==> src/tap_pkg.sv <==
// Contract
// - with the add bus enabled, capture the add byte on each falling add clock edge.
// - bus enable picks the add-bus role; otherwise mode picks HDLC, ATM or mapper.
// - HDLC mode drives a byte clock out and samples the byte on its rise.
// - in HDLC mode line 0 is byte bit 0 and line 3 is bit 3.
// - ATM mode uses line 0 GFC msb, line 1 GFC data, line 2 cell sent.
// - mapper mode uses line 3 as slow-port negative data, add or drop selected.
// - slow-port add samples negative data on the rising slow-port clock edge.
// - slow-port drop drives negative data, updated on the falling slow-port clock edge.
package tap_pkg;
    typedef enum logic [3:0] {
        TAP_ROLE_BUS = 4'h1,
        TAP_ROLE_HDLC = 4'h2,
        TAP_ROLE_ATM = 4'h4,
        TAP_ROLE_MAP = 4'h8
    } tap_role_t;
    localparam logic [1:0] TAP_MODE_HDLC = 2'h0;
    localparam logic [1:0] TAP_MODE_ATM = 2'h1;
    localparam logic [1:0] TAP_MODE_MAP = 2'h2;
    localparam logic [11:0] TAP_REG_CTRL = 12'h000;
    localparam logic [11:0] TAP_REG_STAT = 12'h004;
    localparam logic [11:0] TAP_REG_DATA = 12'h008;
    localparam logic [11:0] TAP_REG_DROP = 12'h00C;
    localparam int TAP_CTRL_BUS_EN = 0;
    localparam int TAP_CTRL_MODE_LO = 1;
    localparam int TAP_CTRL_DROP = 3;
    localparam int TAP_CTRL_CELL = 4;
    localparam int TAP_HDLC_DIV = 4;
    localparam logic [31:0] TAP_CTRL_RST = 32'h0000_0000;
    localparam logic [1:0] TAP_RESP_OKAY = 2'h0;
    localparam logic [1:0] TAP_RESP_SLVERR = 2'h2;
    localparam int TAP_SYNC_DEPTH = 2;
endpackage

==> src/tap_port.sv <==
// Our own choices: the AXI4-Lite slave port and the register offsets.
`timescale 1ns/1ps
module tap_port (
    input wire logic aclk,
    input wire logic aresetn,
    input wire logic [11:0] s_axi_awaddr,
    input wire logic s_axi_awvalid,
    output logic s_axi_awready,
    input wire logic [31:0] s_axi_wdata,
    input wire logic [3:0] s_axi_wstrb,
    input wire logic s_axi_wvalid,
    output logic s_axi_wready,
    output logic [1:0] s_axi_bresp,
    output logic s_axi_bvalid,
    input wire logic s_axi_bready,
    input wire logic [11:0] s_axi_araddr,
    input wire logic s_axi_arvalid,
    output logic s_axi_arready,
    output logic [31:0] s_axi_rdata,
    output logic [1:0] s_axi_rresp,
    output logic s_axi_rvalid,
    input wire logic s_axi_rready,
    input wire logic [3:0] add_bus_line_i,
    output logic [3:0] add_bus_line_o,
    output logic [3:0] add_bus_line_oe,
    input wire logic [3:0] add_bus_line_hi,
    input wire logic add_bus_clock,
    output logic hdlc_tx_byte_clock,
    input wire logic slow_port_pos_data_i,
    output logic slow_port_pos_data_o,
    output logic slow_port_pos_data_oe,
    input wire logic slow_port_clock_i,
    output logic slow_port_clock_o,
    output logic slow_port_clock_oe,
    output logic byte_valid,
    input wire logic byte_ready,
    output logic [7:0] byte_data,
    output logic gfc_msb_marker,
    output logic gfc_serial_in,
    output logic slow_port_neg_in,
    output logic slow_port_pos_in,
    output logic slow_port_sample,
    input wire logic slow_port_neg_drop,
    input wire logic slow_port_pos_drop
);
    import tap_pkg::*;

    // ************************************************
    // pin synchronisers
    // ************************************************
    logic [7:0] pin_s1_r;
    logic [7:0] pin_s2_r;
    logic [2:0] clk_s1_r;
    logic [2:0] clk_s2_r;
    logic [2:0] clk_s3_r;
    logic [7:0] pins;
    logic [2:0] clks;
    assign pins = {add_bus_line_hi, add_bus_line_i};
    assign clks = {slow_port_pos_data_i, slow_port_clock_i, add_bus_clock};
    always_ff @(posedge aclk) begin
        if (!aresetn) begin
            pin_s1_r <= 8'h00;
            pin_s2_r <= 8'h00;
            clk_s1_r <= 3'h0;
            clk_s2_r <= 3'h0;
            clk_s3_r <= 3'h0;
        end else begin
            pin_s1_r <= pins;
            pin_s2_r <= pin_s1_r;
            clk_s1_r <= clks;
            clk_s2_r <= clk_s1_r;
            clk_s3_r <= clk_s2_r;
        end
    end

    // ************************************************
    // registers
    // ************************************************
    logic [31:0] ctrl_r;
    logic [1:0] drop_r;
    logic aw_got_r;
    logic w_got_r;
    logic [11:0] awaddr_r;
    logic [31:0] wdata_r;
    logic [3:0] wstrb_r;
    logic do_write;
    tap_role_t role;
    logic [1:0] mode;
    logic [7:0] last_byte_r;
    logic ovf_r;
    logic push;
    logic in_ready;
    assign mode = ctrl_r[TAP_CTRL_MODE_LO +: 2];
    assign s_axi_awready = !aw_got_r && !s_axi_bvalid;
    assign s_axi_wready = !w_got_r && !s_axi_bvalid;
    assign do_write = aw_got_r && w_got_r && !s_axi_bvalid;
    always_ff @(posedge aclk) begin
        if (!aresetn) begin
            aw_got_r <= 1'b0;
            w_got_r <= 1'b0;
            awaddr_r <= 12'h000;
            wdata_r <= 32'h0000_0000;
            wstrb_r <= 4'h0;
            s_axi_bvalid <= 1'b0;
            s_axi_bresp <= TAP_RESP_OKAY;
        end else begin
            if (s_axi_awvalid && s_axi_awready) begin
                aw_got_r <= 1'b1;
                awaddr_r <= s_axi_awaddr;
            end
            if (s_axi_wvalid && s_axi_wready) begin
                w_got_r <= 1'b1;
                wdata_r <= s_axi_wdata;
                wstrb_r <= s_axi_wstrb;
            end
            if (do_write) begin
                aw_got_r <= 1'b0;
                w_got_r <= 1'b0;
                s_axi_bvalid <= 1'b1;
                s_axi_bresp <= (awaddr_r == TAP_REG_CTRL || awaddr_r == TAP_REG_STAT) ? TAP_RESP_OKAY
                    : TAP_RESP_SLVERR;
            end else if (s_axi_bvalid && s_axi_bready) begin
                s_axi_bvalid <= 1'b0;
            end
        end
    end
    always_ff @(posedge aclk) begin
        if (!aresetn) begin
            ctrl_r <= TAP_CTRL_RST;
        end else if (do_write && awaddr_r == TAP_REG_CTRL) begin
            for (int i = 0; i < 4; i++) begin
                if (wstrb_r[i]) begin
                    ctrl_r[i*8 +: 8] <= wdata_r[i*8 +: 8];
                end
            end
        end
    end
    // overflow: set beats a write-one clear in the same cycle
    always_ff @(posedge aclk) begin
        if (!aresetn) begin
            ovf_r <= 1'b0;
        end else if (push && !in_ready) begin
            ovf_r <= 1'b1;
        end else if (do_write && awaddr_r == TAP_REG_STAT && wstrb_r[0] && wdata_r[0]) begin
            ovf_r <= 1'b0;
        end
    end
    always_ff @(posedge aclk) begin
        if (!aresetn) begin
            s_axi_arready <= 1'b0;
            s_axi_rvalid <= 1'b0;
            s_axi_rdata <= 32'h0000_0000;
            s_axi_rresp <= TAP_RESP_OKAY;
        end else begin
            s_axi_arready <= s_axi_arvalid && !s_axi_arready && !s_axi_rvalid;
            if (s_axi_arvalid && s_axi_arready) begin
                s_axi_rvalid <= 1'b1;
                s_axi_rresp <= TAP_RESP_OKAY;
                case (s_axi_araddr)
                    TAP_REG_CTRL: s_axi_rdata <= ctrl_r;
                    TAP_REG_STAT: s_axi_rdata <= {24'h000000, role, 3'h0, ovf_r};
                    TAP_REG_DATA: s_axi_rdata <= {24'h000000, last_byte_r};
                    TAP_REG_DROP: s_axi_rdata <= {28'h0000000, pin_s2_r[3:0]};
                    default: begin
                        s_axi_rdata <= 32'h0000_0000;
                        s_axi_rresp <= TAP_RESP_SLVERR;
                    end
                endcase
            end else if (s_axi_rvalid && s_axi_rready) begin
                s_axi_rvalid <= 1'b0;
            end
        end
    end

    // ************************************************
    // role selection
    // ************************************************
    always_comb begin
        if (ctrl_r[TAP_CTRL_BUS_EN]) begin
            role = TAP_ROLE_BUS;
        end else begin
            case (mode)
                TAP_MODE_HDLC: role = TAP_ROLE_HDLC;
                TAP_MODE_ATM: role = TAP_ROLE_ATM;
                TAP_MODE_MAP: role = TAP_ROLE_MAP;
                default: role = TAP_ROLE_MAP;
            endcase
        end
    end

    // ************************************************
    // byte capture (add bus and hdlc)
    // ************************************************
    logic [3:0] div_r;
    logic hclk_r;
    logic add_fall;
    logic hclk_rise;
    logic [7:0] cap_byte;
    assign add_fall = clk_s3_r[0] && !clk_s2_r[0];
    // byte clock toggles from the divider; sample taken at the same edge it rises
    assign hclk_rise = (role == TAP_ROLE_HDLC) && !hclk_r && (div_r == 4'(TAP_HDLC_DIV - 1));
    always_ff @(posedge aclk) begin
        if (!aresetn) begin
            div_r <= 4'h0;
            hclk_r <= 1'b0;
        end else if (role != TAP_ROLE_HDLC) begin
            div_r <= 4'h0;
            hclk_r <= 1'b0;
        end else if (div_r == 4'(TAP_HDLC_DIV - 1)) begin
            div_r <= 4'h0;
            hclk_r <= ~hclk_r;
        end else begin
            div_r <= div_r + 4'h1;
        end
    end
    assign hdlc_tx_byte_clock = hclk_r;
    // line 0 lands in bit 0 for both roles, line 3 in bit 3
    assign cap_byte = pin_s2_r;
    assign push = (role == TAP_ROLE_BUS && add_fall) || hclk_rise;
    always_ff @(posedge aclk) begin
        if (!aresetn) begin
            last_byte_r <= 8'h00;
        end else if (push) begin
            last_byte_r <= cap_byte;
        end
    end
    // a stalled receiver leaves words in the buffer; a third one counts as overflow
    tap_buf2 #(.WIDTH(8)) u_buf (
        .aclk(aclk),
        .aresetn(aresetn),
        .in_valid(push),
        .in_ready(in_ready),
        .in_data(cap_byte),
        .out_valid(byte_valid),
        .out_ready(byte_ready),
        .out_data(byte_data)
    );

    // ************************************************
    // atm and slow port
    // ************************************************
    logic ssi_rise;
    logic ssi_fall;
    logic drop;
    logic neg_r;
    logic pos_r;
    logic sclk_r;
    logic [3:0] sdiv_r;
    logic [1:0] atm_r;
    logic samp_r;
    assign drop = (role == TAP_ROLE_MAP) && ctrl_r[TAP_CTRL_DROP];
    assign ssi_rise = !clk_s3_r[1] && clk_s2_r[1];
    assign ssi_fall = drop && sclk_r && (sdiv_r == 4'(TAP_HDLC_DIV - 1));
    always_ff @(posedge aclk) begin
        if (!aresetn) begin
            atm_r <= 2'h0;
            samp_r <= 1'b0;
        end else begin
            atm_r <= (role == TAP_ROLE_ATM) ? {pin_s2_r[0], pin_s2_r[1]} : 2'h0;
            samp_r <= (role == TAP_ROLE_MAP) && !drop && ssi_rise;
        end
    end
    // line 1 is ignored in mapper mode, it is read as gfc data in atm mode and as byte bit 1 in the add-bus and hdlc roles
    assign gfc_msb_marker = atm_r[1];
    assign gfc_serial_in = atm_r[0];
    always_ff @(posedge aclk) begin
        if (!aresetn) begin
            sdiv_r <= 4'h0;
            sclk_r <= 1'b0;
        end else if (!drop) begin
            sdiv_r <= 4'h0;
            sclk_r <= 1'b0;
        end else if (sdiv_r == 4'(TAP_HDLC_DIV - 1)) begin
            sdiv_r <= 4'h0;
            sclk_r <= ~sclk_r;
        end else begin
            sdiv_r <= sdiv_r + 4'h1;
        end
    end
    always_ff @(posedge aclk) begin
        if (!aresetn) begin
            neg_r <= 1'b0;
            pos_r <= 1'b0;
        end else if (ssi_fall) begin
            neg_r <= slow_port_neg_drop;
            pos_r <= slow_port_pos_drop;
        end else if ((role == TAP_ROLE_MAP) && !drop && ssi_rise) begin
            neg_r <= pin_s2_r[3];
            pos_r <= clk_s2_r[2];
        end
    end
    assign slow_port_neg_in = neg_r;
    assign slow_port_pos_in = pos_r;
    assign slow_port_sample = samp_r;

    // ************************************************
    // pin drive
    // ************************************************
    always_comb begin
        add_bus_line_o = 4'h0;
        add_bus_line_oe = 4'h0;
        if (role == TAP_ROLE_ATM) begin
            add_bus_line_o[2] = ctrl_r[TAP_CTRL_CELL];
            add_bus_line_oe[2] = 1'b1;
        end
        if (drop) begin
            add_bus_line_o[3] = neg_r;
            add_bus_line_oe[3] = 1'b1;
        end
    end
    assign slow_port_pos_data_o = pos_r;
    assign slow_port_pos_data_oe = drop;
    assign slow_port_clock_o = sclk_r;
    assign slow_port_clock_oe = drop;
endmodule

==> src/tap_buf2.sv <==
`timescale 1ns/1ps
module tap_buf2 #(
    parameter int WIDTH = 8
) (
    input wire logic aclk,
    input wire logic aresetn,
    input wire logic in_valid,
    output logic in_ready,
    input wire logic [WIDTH-1:0] in_data,
    output logic out_valid,
    input wire logic out_ready,
    output logic [WIDTH-1:0] out_data
);
    logic [WIDTH-1:0] mem_r [2];
    logic wp_r;
    logic rp_r;
    logic [1:0] cnt_r;
    logic push;
    logic pop;
    assign in_ready = (cnt_r != 2'h2);
    assign out_valid = (cnt_r != 2'h0);
    assign out_data = mem_r[rp_r];
    assign push = in_valid && in_ready;
    assign pop = out_valid && out_ready;
    always_ff @(posedge aclk) begin
        if (!aresetn) begin
            wp_r <= 1'b0;
            rp_r <= 1'b0;
            cnt_r <= 2'h0;
        end else begin
            if (push) begin
                wp_r <= ~wp_r;
            end
            if (pop) begin
                rp_r <= ~rp_r;
            end
            cnt_r <= cnt_r + {1'b0, push} - {1'b0, pop};
        end
    end
    always_ff @(posedge aclk) begin
        if (push) begin
            mem_r[wp_r] <= in_data;
        end
    end
endmodule

==> config.mk <==
export PLATFORM = sky130hd
export DESIGN_NAME = tap_port
export DESIGN_NICKNAME = d
export VERILOG_FILES = /design/src/tap_pkg.sv /design/src/tap_port.sv /design/src/tap_buf2.sv
export SDC_FILE = /design/constraint.sdc
export NUM_CORES = 1
export LEC_CHECK = 0
export ABC_CLOCK_PERIOD_IN_PS = 3400
export BUFFER_PORTS_ARGS = -buffer_cell sky130_fd_sc_hd__buf_4
export CORE_MARGIN = 2
export CORE_UTILIZATION = 30
export DETAILED_ROUTE_END_ITERATION = 6
export MAX_ROUTING_LAYER = met4
export SETUP_SLACK_MARGIN = 0.3
export SLEW_MARGIN = 20
export SYNTH_ARGS = -nofsm -noshare
export SYNTH_HDL_FRONTEND = slang
export SYNTH_HIERARCHICAL = 1
export SYNTH_SLANG_ARGS = --single-unit
==> constraint.sdc <==
create_clock -name aclk -period 3.4 [get_ports aclk]
set_clock_uncertainty 0.2 [all_clocks]
set_input_delay 0.17 -clock aclk [delete_from_list [all_inputs] [get_ports aclk]]
set_output_delay 0.17 -clock aclk [all_outputs]
set_load 0.05 [all_outputs]
* After elaboration in Yosys (flattened, before gate mapping)
Memories as Yosys holds them, arrays and structs flattened. A register that Yosys moved wholly into a read port is not among the register bits.
Cells that the tools add are included.
Widths: inputs -> output; s select.
** Operators by class
- $add $sub $neg :: 4
- Eq/ne operators :: 13
- Multiplexer cells :: 23
- Bitwise logic cells :: 6
- Reductions and logical operators :: 59
** Operator list (count)
- $pmux 32 s4 :: 1
- $logic_and 1x1->1 :: 28
- $eq 12x3->1 const B :: 2
- $eq 12x4->1 const B :: 2
- $logic_not 12->1 :: 2
- $mux 1 :: 18
- $eq 4x2->1 const B :: 3
- $reduce_and 2->1 :: 6
- $logic_not 1->1 :: 10
- $reduce_bool 2->1 :: 5
- $add 4x1->4 const B :: 2
- $pmux 4 s2 :: 1
- $not 1->1 :: 6
- $reduce_or 3->1 :: 2
- $eq 4x1->1 const B :: 1
- $eq 4x3->1 const B :: 1
- $eq 4x4->1 const B :: 1
- $mux 2 :: 2
- $mux 4 :: 1
- $ne 4x2->1 const B :: 1
- $reduce_or 2->1 :: 2
- $reduce_or 4->1 :: 1
- $add 2x1->2 :: 1
- $eq 2x1->1 const B :: 1
- other kinds (4) :: 5
** Word-level totals
- Bits in registers :: 173
- RAM bits :: 16
- Bits of input ports :: 81
- Output and inout port bits :: 68
- Logic and storage cells :: 139
- Memories :: 1
** Memory list
- u_buf.mem_r :: depth 2, width 8, rd ports 1, clocked after Yosys merged registers in 1, write ports 1, line tap_buf2.sv:14 : logic [WIDTH-1:0] mem_r [2];

* Longest topological paths before layout
- Depth in word-level cells :: 10
- Depth in mapped cells :: 11
- Gate-level depth less buffers :: 9

* Hierarchy
The synthesis kept the hierarchy.
** By module, submodules not included
- tap_port :: times used 1, cells each 654, area an instance 6208.5 µm²
- tap_buf2 :: times used 1, cells each 51, area an instance 814.5 µm²

* Worst setup path after synthesis
Ideal clock, no wire load.
- Path kind :: flip-flop to flip-flop
- Start :: register div_r[0]
- End :: memory u_buf.mem_r[0][0] (enable)
- Arrival :: 2074 ps
- Required time :: 2827 ps
- Setup slack :: 753 ps
- Cell stages (with the launch flop) :: 9
- Period minus slack after synthesis :: 2647 ps
- Path through :: dfxtp_1 -> ha_1 -> or3b_1 -> o31a_1 -> buf_2 -> buf_2 -> inv_2 -> and2_4 -> nor2b_1
** Between the ends
- Cells in the longest elaborated chain, start to end :: 6
** Ends and longest elaborated chain
- from (decl) :: line tap_port.sv:194 : logic [3:0] div_r;
- from (signal assigned) :: line tap_port.sv:213 : div_r <= div_r + 4'h1;
- $eq 4x2->1 :: line tap_port.sv:201 : assign hclk_rise = (role == TAP_ROLE_HDLC) && !hclk_r && (div_r == 4'(TAP_HDLC_DIV - 1));
- $logic_and 1x1->1 :: line tap_port.sv:201
- $logic_or 1x1->1 :: line tap_port.sv:219 : assign push = (role == TAP_ROLE_BUS && add_fall) || hclk_rise;
- via push :: line tap_port.sv:91 : logic push;
- $logic_and 1x1->1 :: line tap_buf2.sv:23 : assign push = in_valid && in_ready;
- via u_buf.push :: line tap_buf2.sv:18 : logic push;
- $mux 1 :: line tap_buf2.sv:41 : if (push) begin
- $mux 1 (not written as such) :: line tap_buf2.sv:42 : mem_r[wp_r] <= in_data;
- to (decl) :: line tap_buf2.sv:14
The timed path passes the listed nets, and every way through them passes these cells.

* Final worst setup path
- Start :: register div_r[0]
- End :: memory u_buf.mem_r[1][3] (enable)
** Between the ends
- Cells in the longest elaborated chain, start to end :: 6
** Ends and longest elaborated chain (line)
- $eq 4x2->1 :: tap_port.sv:201
- $logic_and 1x1->1 :: tap_port.sv:201
- $logic_or 1x1->1 :: tap_port.sv:219
- via push :: tap_port.sv:91
- $logic_and 1x1->1 :: tap_buf2.sv:23
- $mux 1 :: tap_buf2.sv:41
- $mux 1 (not written as such) :: tap_buf2.sv:42
The timed path passes the listed nets, and every way through them passes these cells.

==> flow_summary.json <==
{
  "outcome": "finished, final reports clean",
  "critical_path.max_fanout": 18,
  "post-route-drc-count": 0,
  "grt_antenna_before_repair": 0,
  "hp-class": "in -> reg",
  "swShare": 0.2629,
  "clk_latency_ns": 0.42,
  "synth-async-reset-ratio": 0,
  "cp.required_ns": 3.27,
  "tns_ns": 0,
  "critPathCaptureType": "flip-flop",
  "synth.distinct_cells": 54,
  "die_w_um": 157.0,
  "power_density_nw_per_um2": 535.3,
  "dp_hpwl_um": 11230,
  "synth.area.top_cells": "dfxtp_1 49%, edfxtp_1 6.8%, nand2_1 6.2%",
  "holdWs_ns": 0.02500,
  "critPathArrivalTime_ns": 2.44,
  "slew_headroom": 0.4958,
  "cts.sinks": 188,
  "vias_per_cell": 4.602,
  "cts_htree_levels": 4,
  "cts.path.max_buffers": 2,
  "grt_max_degree": 65,
  "maxCapViolCount": 0,
  "core_um2": 22780,
  "synth_edf_count": 16,
  "p_sw_mw": 1.346,
  "ys.flop_type": "dfxtp_1",
  "p_seq_frac": 0.468,
  "grt_overflow_total": 0,
  "final_hold_viol_count": 0,
  "syn_area_per_cell_um2": 9.962,
  "antenna_left": 0,
  "start_util": 0.3083,
  "worstMarginPinSlew_ns": 0.7547,
  "layout-drive-gt1-share": 0.2280,
  "ctsRootBufferMaster": "clkbuf_16",
  "fmax_mhz": 389.3,
  "wl_per_cell_um": 14.31,
  "fin_nets": 971,
  "track_usage": 0.1487,
  "die_h_um": 157.0,
  "fp.dieArea_um2": 24650,
  "grt_pass1_wl_um": 27700,
  "syn_area_um2": 7023,
  "grt_pass1_vias": 5483,
  "dr.first_iter.drc_count": 265,
  "numCtsBuffers": 17,
  "finalWeightedCongestion": 0.7583,
  "io_buffers": 142,
  "yosysMostFrequentCell": "dfxtp_1",
  "p_clk_frac": 0.401,
  "yosys.area.top_type": "dfxtp_1",
  "vias": 5582,
  "syn_inst": 705,
  "wl_um": 17360,
  "synth_common_cells": "172 x dfxtp_1, 116 x nand2_1, 76 x a21oi_1",
  "p_leak_nw": 4.141,
  "netlist.area_leader.share": 0.4903,
  "seq_area_frac_synth": 0.5587,
  "clk_pin_slew_ns": 0.06,
  "min_period_over_period": 0.7555,
  "tritoncts": "built",
  "yosys_register_bits": 188,
  "setup-violations-final": 0,
  "p_int_mw": 3.773,
  "p_comb_frac": 0.130,
  "rows": 55,
  "drv_slew": 0,
  "rsz0062_at_grt": "false",
  "cp-start-kind": "flip-flop",
  "ios": 149,
  "peakVddDrop_mv": 0.3190,
  "drt_pass1_iterations": 5,
  "ys_warn_count": 6,
  "critPathKind": "reg -> reg",
  "post_cts_resized": 0,
  "synthToLayoutAreaGrowth_pct": 36.17,
  "min_period_ns": 2.569
}
## state kept, by name, indices dropped and copies added (netlist names), 2 cells and up, named ones only
signal / flops
atm_r: 2
awaddr_r: 12
cap_byte: 8
clk_s1_r: 3
clk_s2_r: 3
clk_s3_r: 2
ctrl_r: 32
div_r: 4
last_byte_r: 8
pin_s1_r: 8
s_axi_rdata: 32
sdiv_r: 4
u_buf/cnt_r: 2
u_buf/mem_r: 16
wdata_r: 32
wstrb_r: 4
## layout make-up
| class | instances | area (µm²) |
|---|---|---|
| Antenna cell | 1 | 2.502 |
| Clock buffer | 19 | 464.2 |
| Clock inverter | 13 | 148.9 |
| Fill cell | 2228 | 13220 |
| Inverter | 6 | 22.52 |
| Multi-Input combinational cell | 453 | 2775 |
| Sequential cell | 188 | 3924 |
| Tap cell | 313 | 391.6 |
| Timing Repair Buffer | 220 | 1834 |
## cells in the final DEF, fill, tap and decap left out, drive strengths merged, types with 2 or more instances in the layout
master and count:
dfxtp 172, buf 152, nand2 117, a21oi 76
dlygate4sd3 68, nor2 33, a41o 32, and2 30
a22o 24, mux2i 21, clkbuf 19, o21ai 17
edfxtp 16, nand3 14, inv 12, mux2 9
a22oi 7, and3 6, conb 6, nor3b 6
nor4 6, nor2b 5, nand2b 5, nand3b 4
nor3 4, xor2 4, ha 4, xnor2 3
clkinv 3, or3b 2, o2bb2ai 2, bufinv 2
clkinvlp 2, and4b 2, nor4b 2, or2 2
## critical path, cell delays in order, from the launching register on
cell,delay [ns]
dfxtp_1,0.37
ha_1,0.19
or3b_1,0.42
o31a_1,0.49
inv_2,0.14
and3_1,0.42
## cell families (layout without fill, tap and decap cells)
group	after synthesis	count (layout)	synth area share
AO/OA/AOI/OAI	163	163	0.1577
XOR/XNOR	7	7	0.008730
adder cells (fa/ha/maj)	4	4	0.007127
buffers and inverters	69	258	0.05042
flip-flops	188	188	0.5587
multiplexers	31	31	0.04757
other	1	7	0.0005340
AND/OR/NAND/NOR	242	242	0.1693
## routing by layer
| metal | vias to the layer above | wire, µm | track usage |
|---|---|---|---|
| met4 | 0 | 244 | 0.04893 |
| met5 | - | 0 | - |
| met1 | 2604 | 8125 | 0.1849 |
| met2 | 135 | 8216 | 0.2396 |
| li1 | 2824 | - | - |
| met3 | 19 | 773 | 0.03359 |
## what timing repair did
action	CTS	global route
hold buffers	68	0
endpoints found under the hold margin	70	0
setup buffers	0	0
endpoints found under the setup margin	0	0
## power groups by stage
stage	registers, mW	clock network [mW]	logic (mW)
final	2.40	2.05	0.668
after CTS	2.40	2.11	0.674
after detailed placement	2.45	0	0.607
after global placement	2.45	0	0.605
after floorplan	2.42	0	0.429
after global routing	2.41	2.21	0.721
## final timing paths
check	from	slack, ns	endpoint	cells after the start
worst min register to register	pin_s1_r[3]	0.23	cap_byte[3]	1
worst min-delay path	aresetn	0.02	clk_s3_r[1]	2
worst max register to register	div_r[0]	0.83	u_buf/mem_r[1][3]	5
worst max-delay path	div_r[0]	0.83	u_buf/mem_r[1][3]	5
## per-stage QoR
step                      std cells  power [mW]    util  area, µm²  setup slack, ns
after global placement         1112       3.050  0.3629       8267           0.8919
final                          1213       5.119  0.4198       9563           0.8311
after detailed placement       1112       3.054  0.3629       8267           0.8662
after CTS                      1212       5.179  0.4197       9560           0.8558
after floorplan                 710       2.847       -       7042           0.7532
after global routing           1212       5.335  0.4197       9560           0.6807
Note: power is estimated with default switching activity, not from simulation.
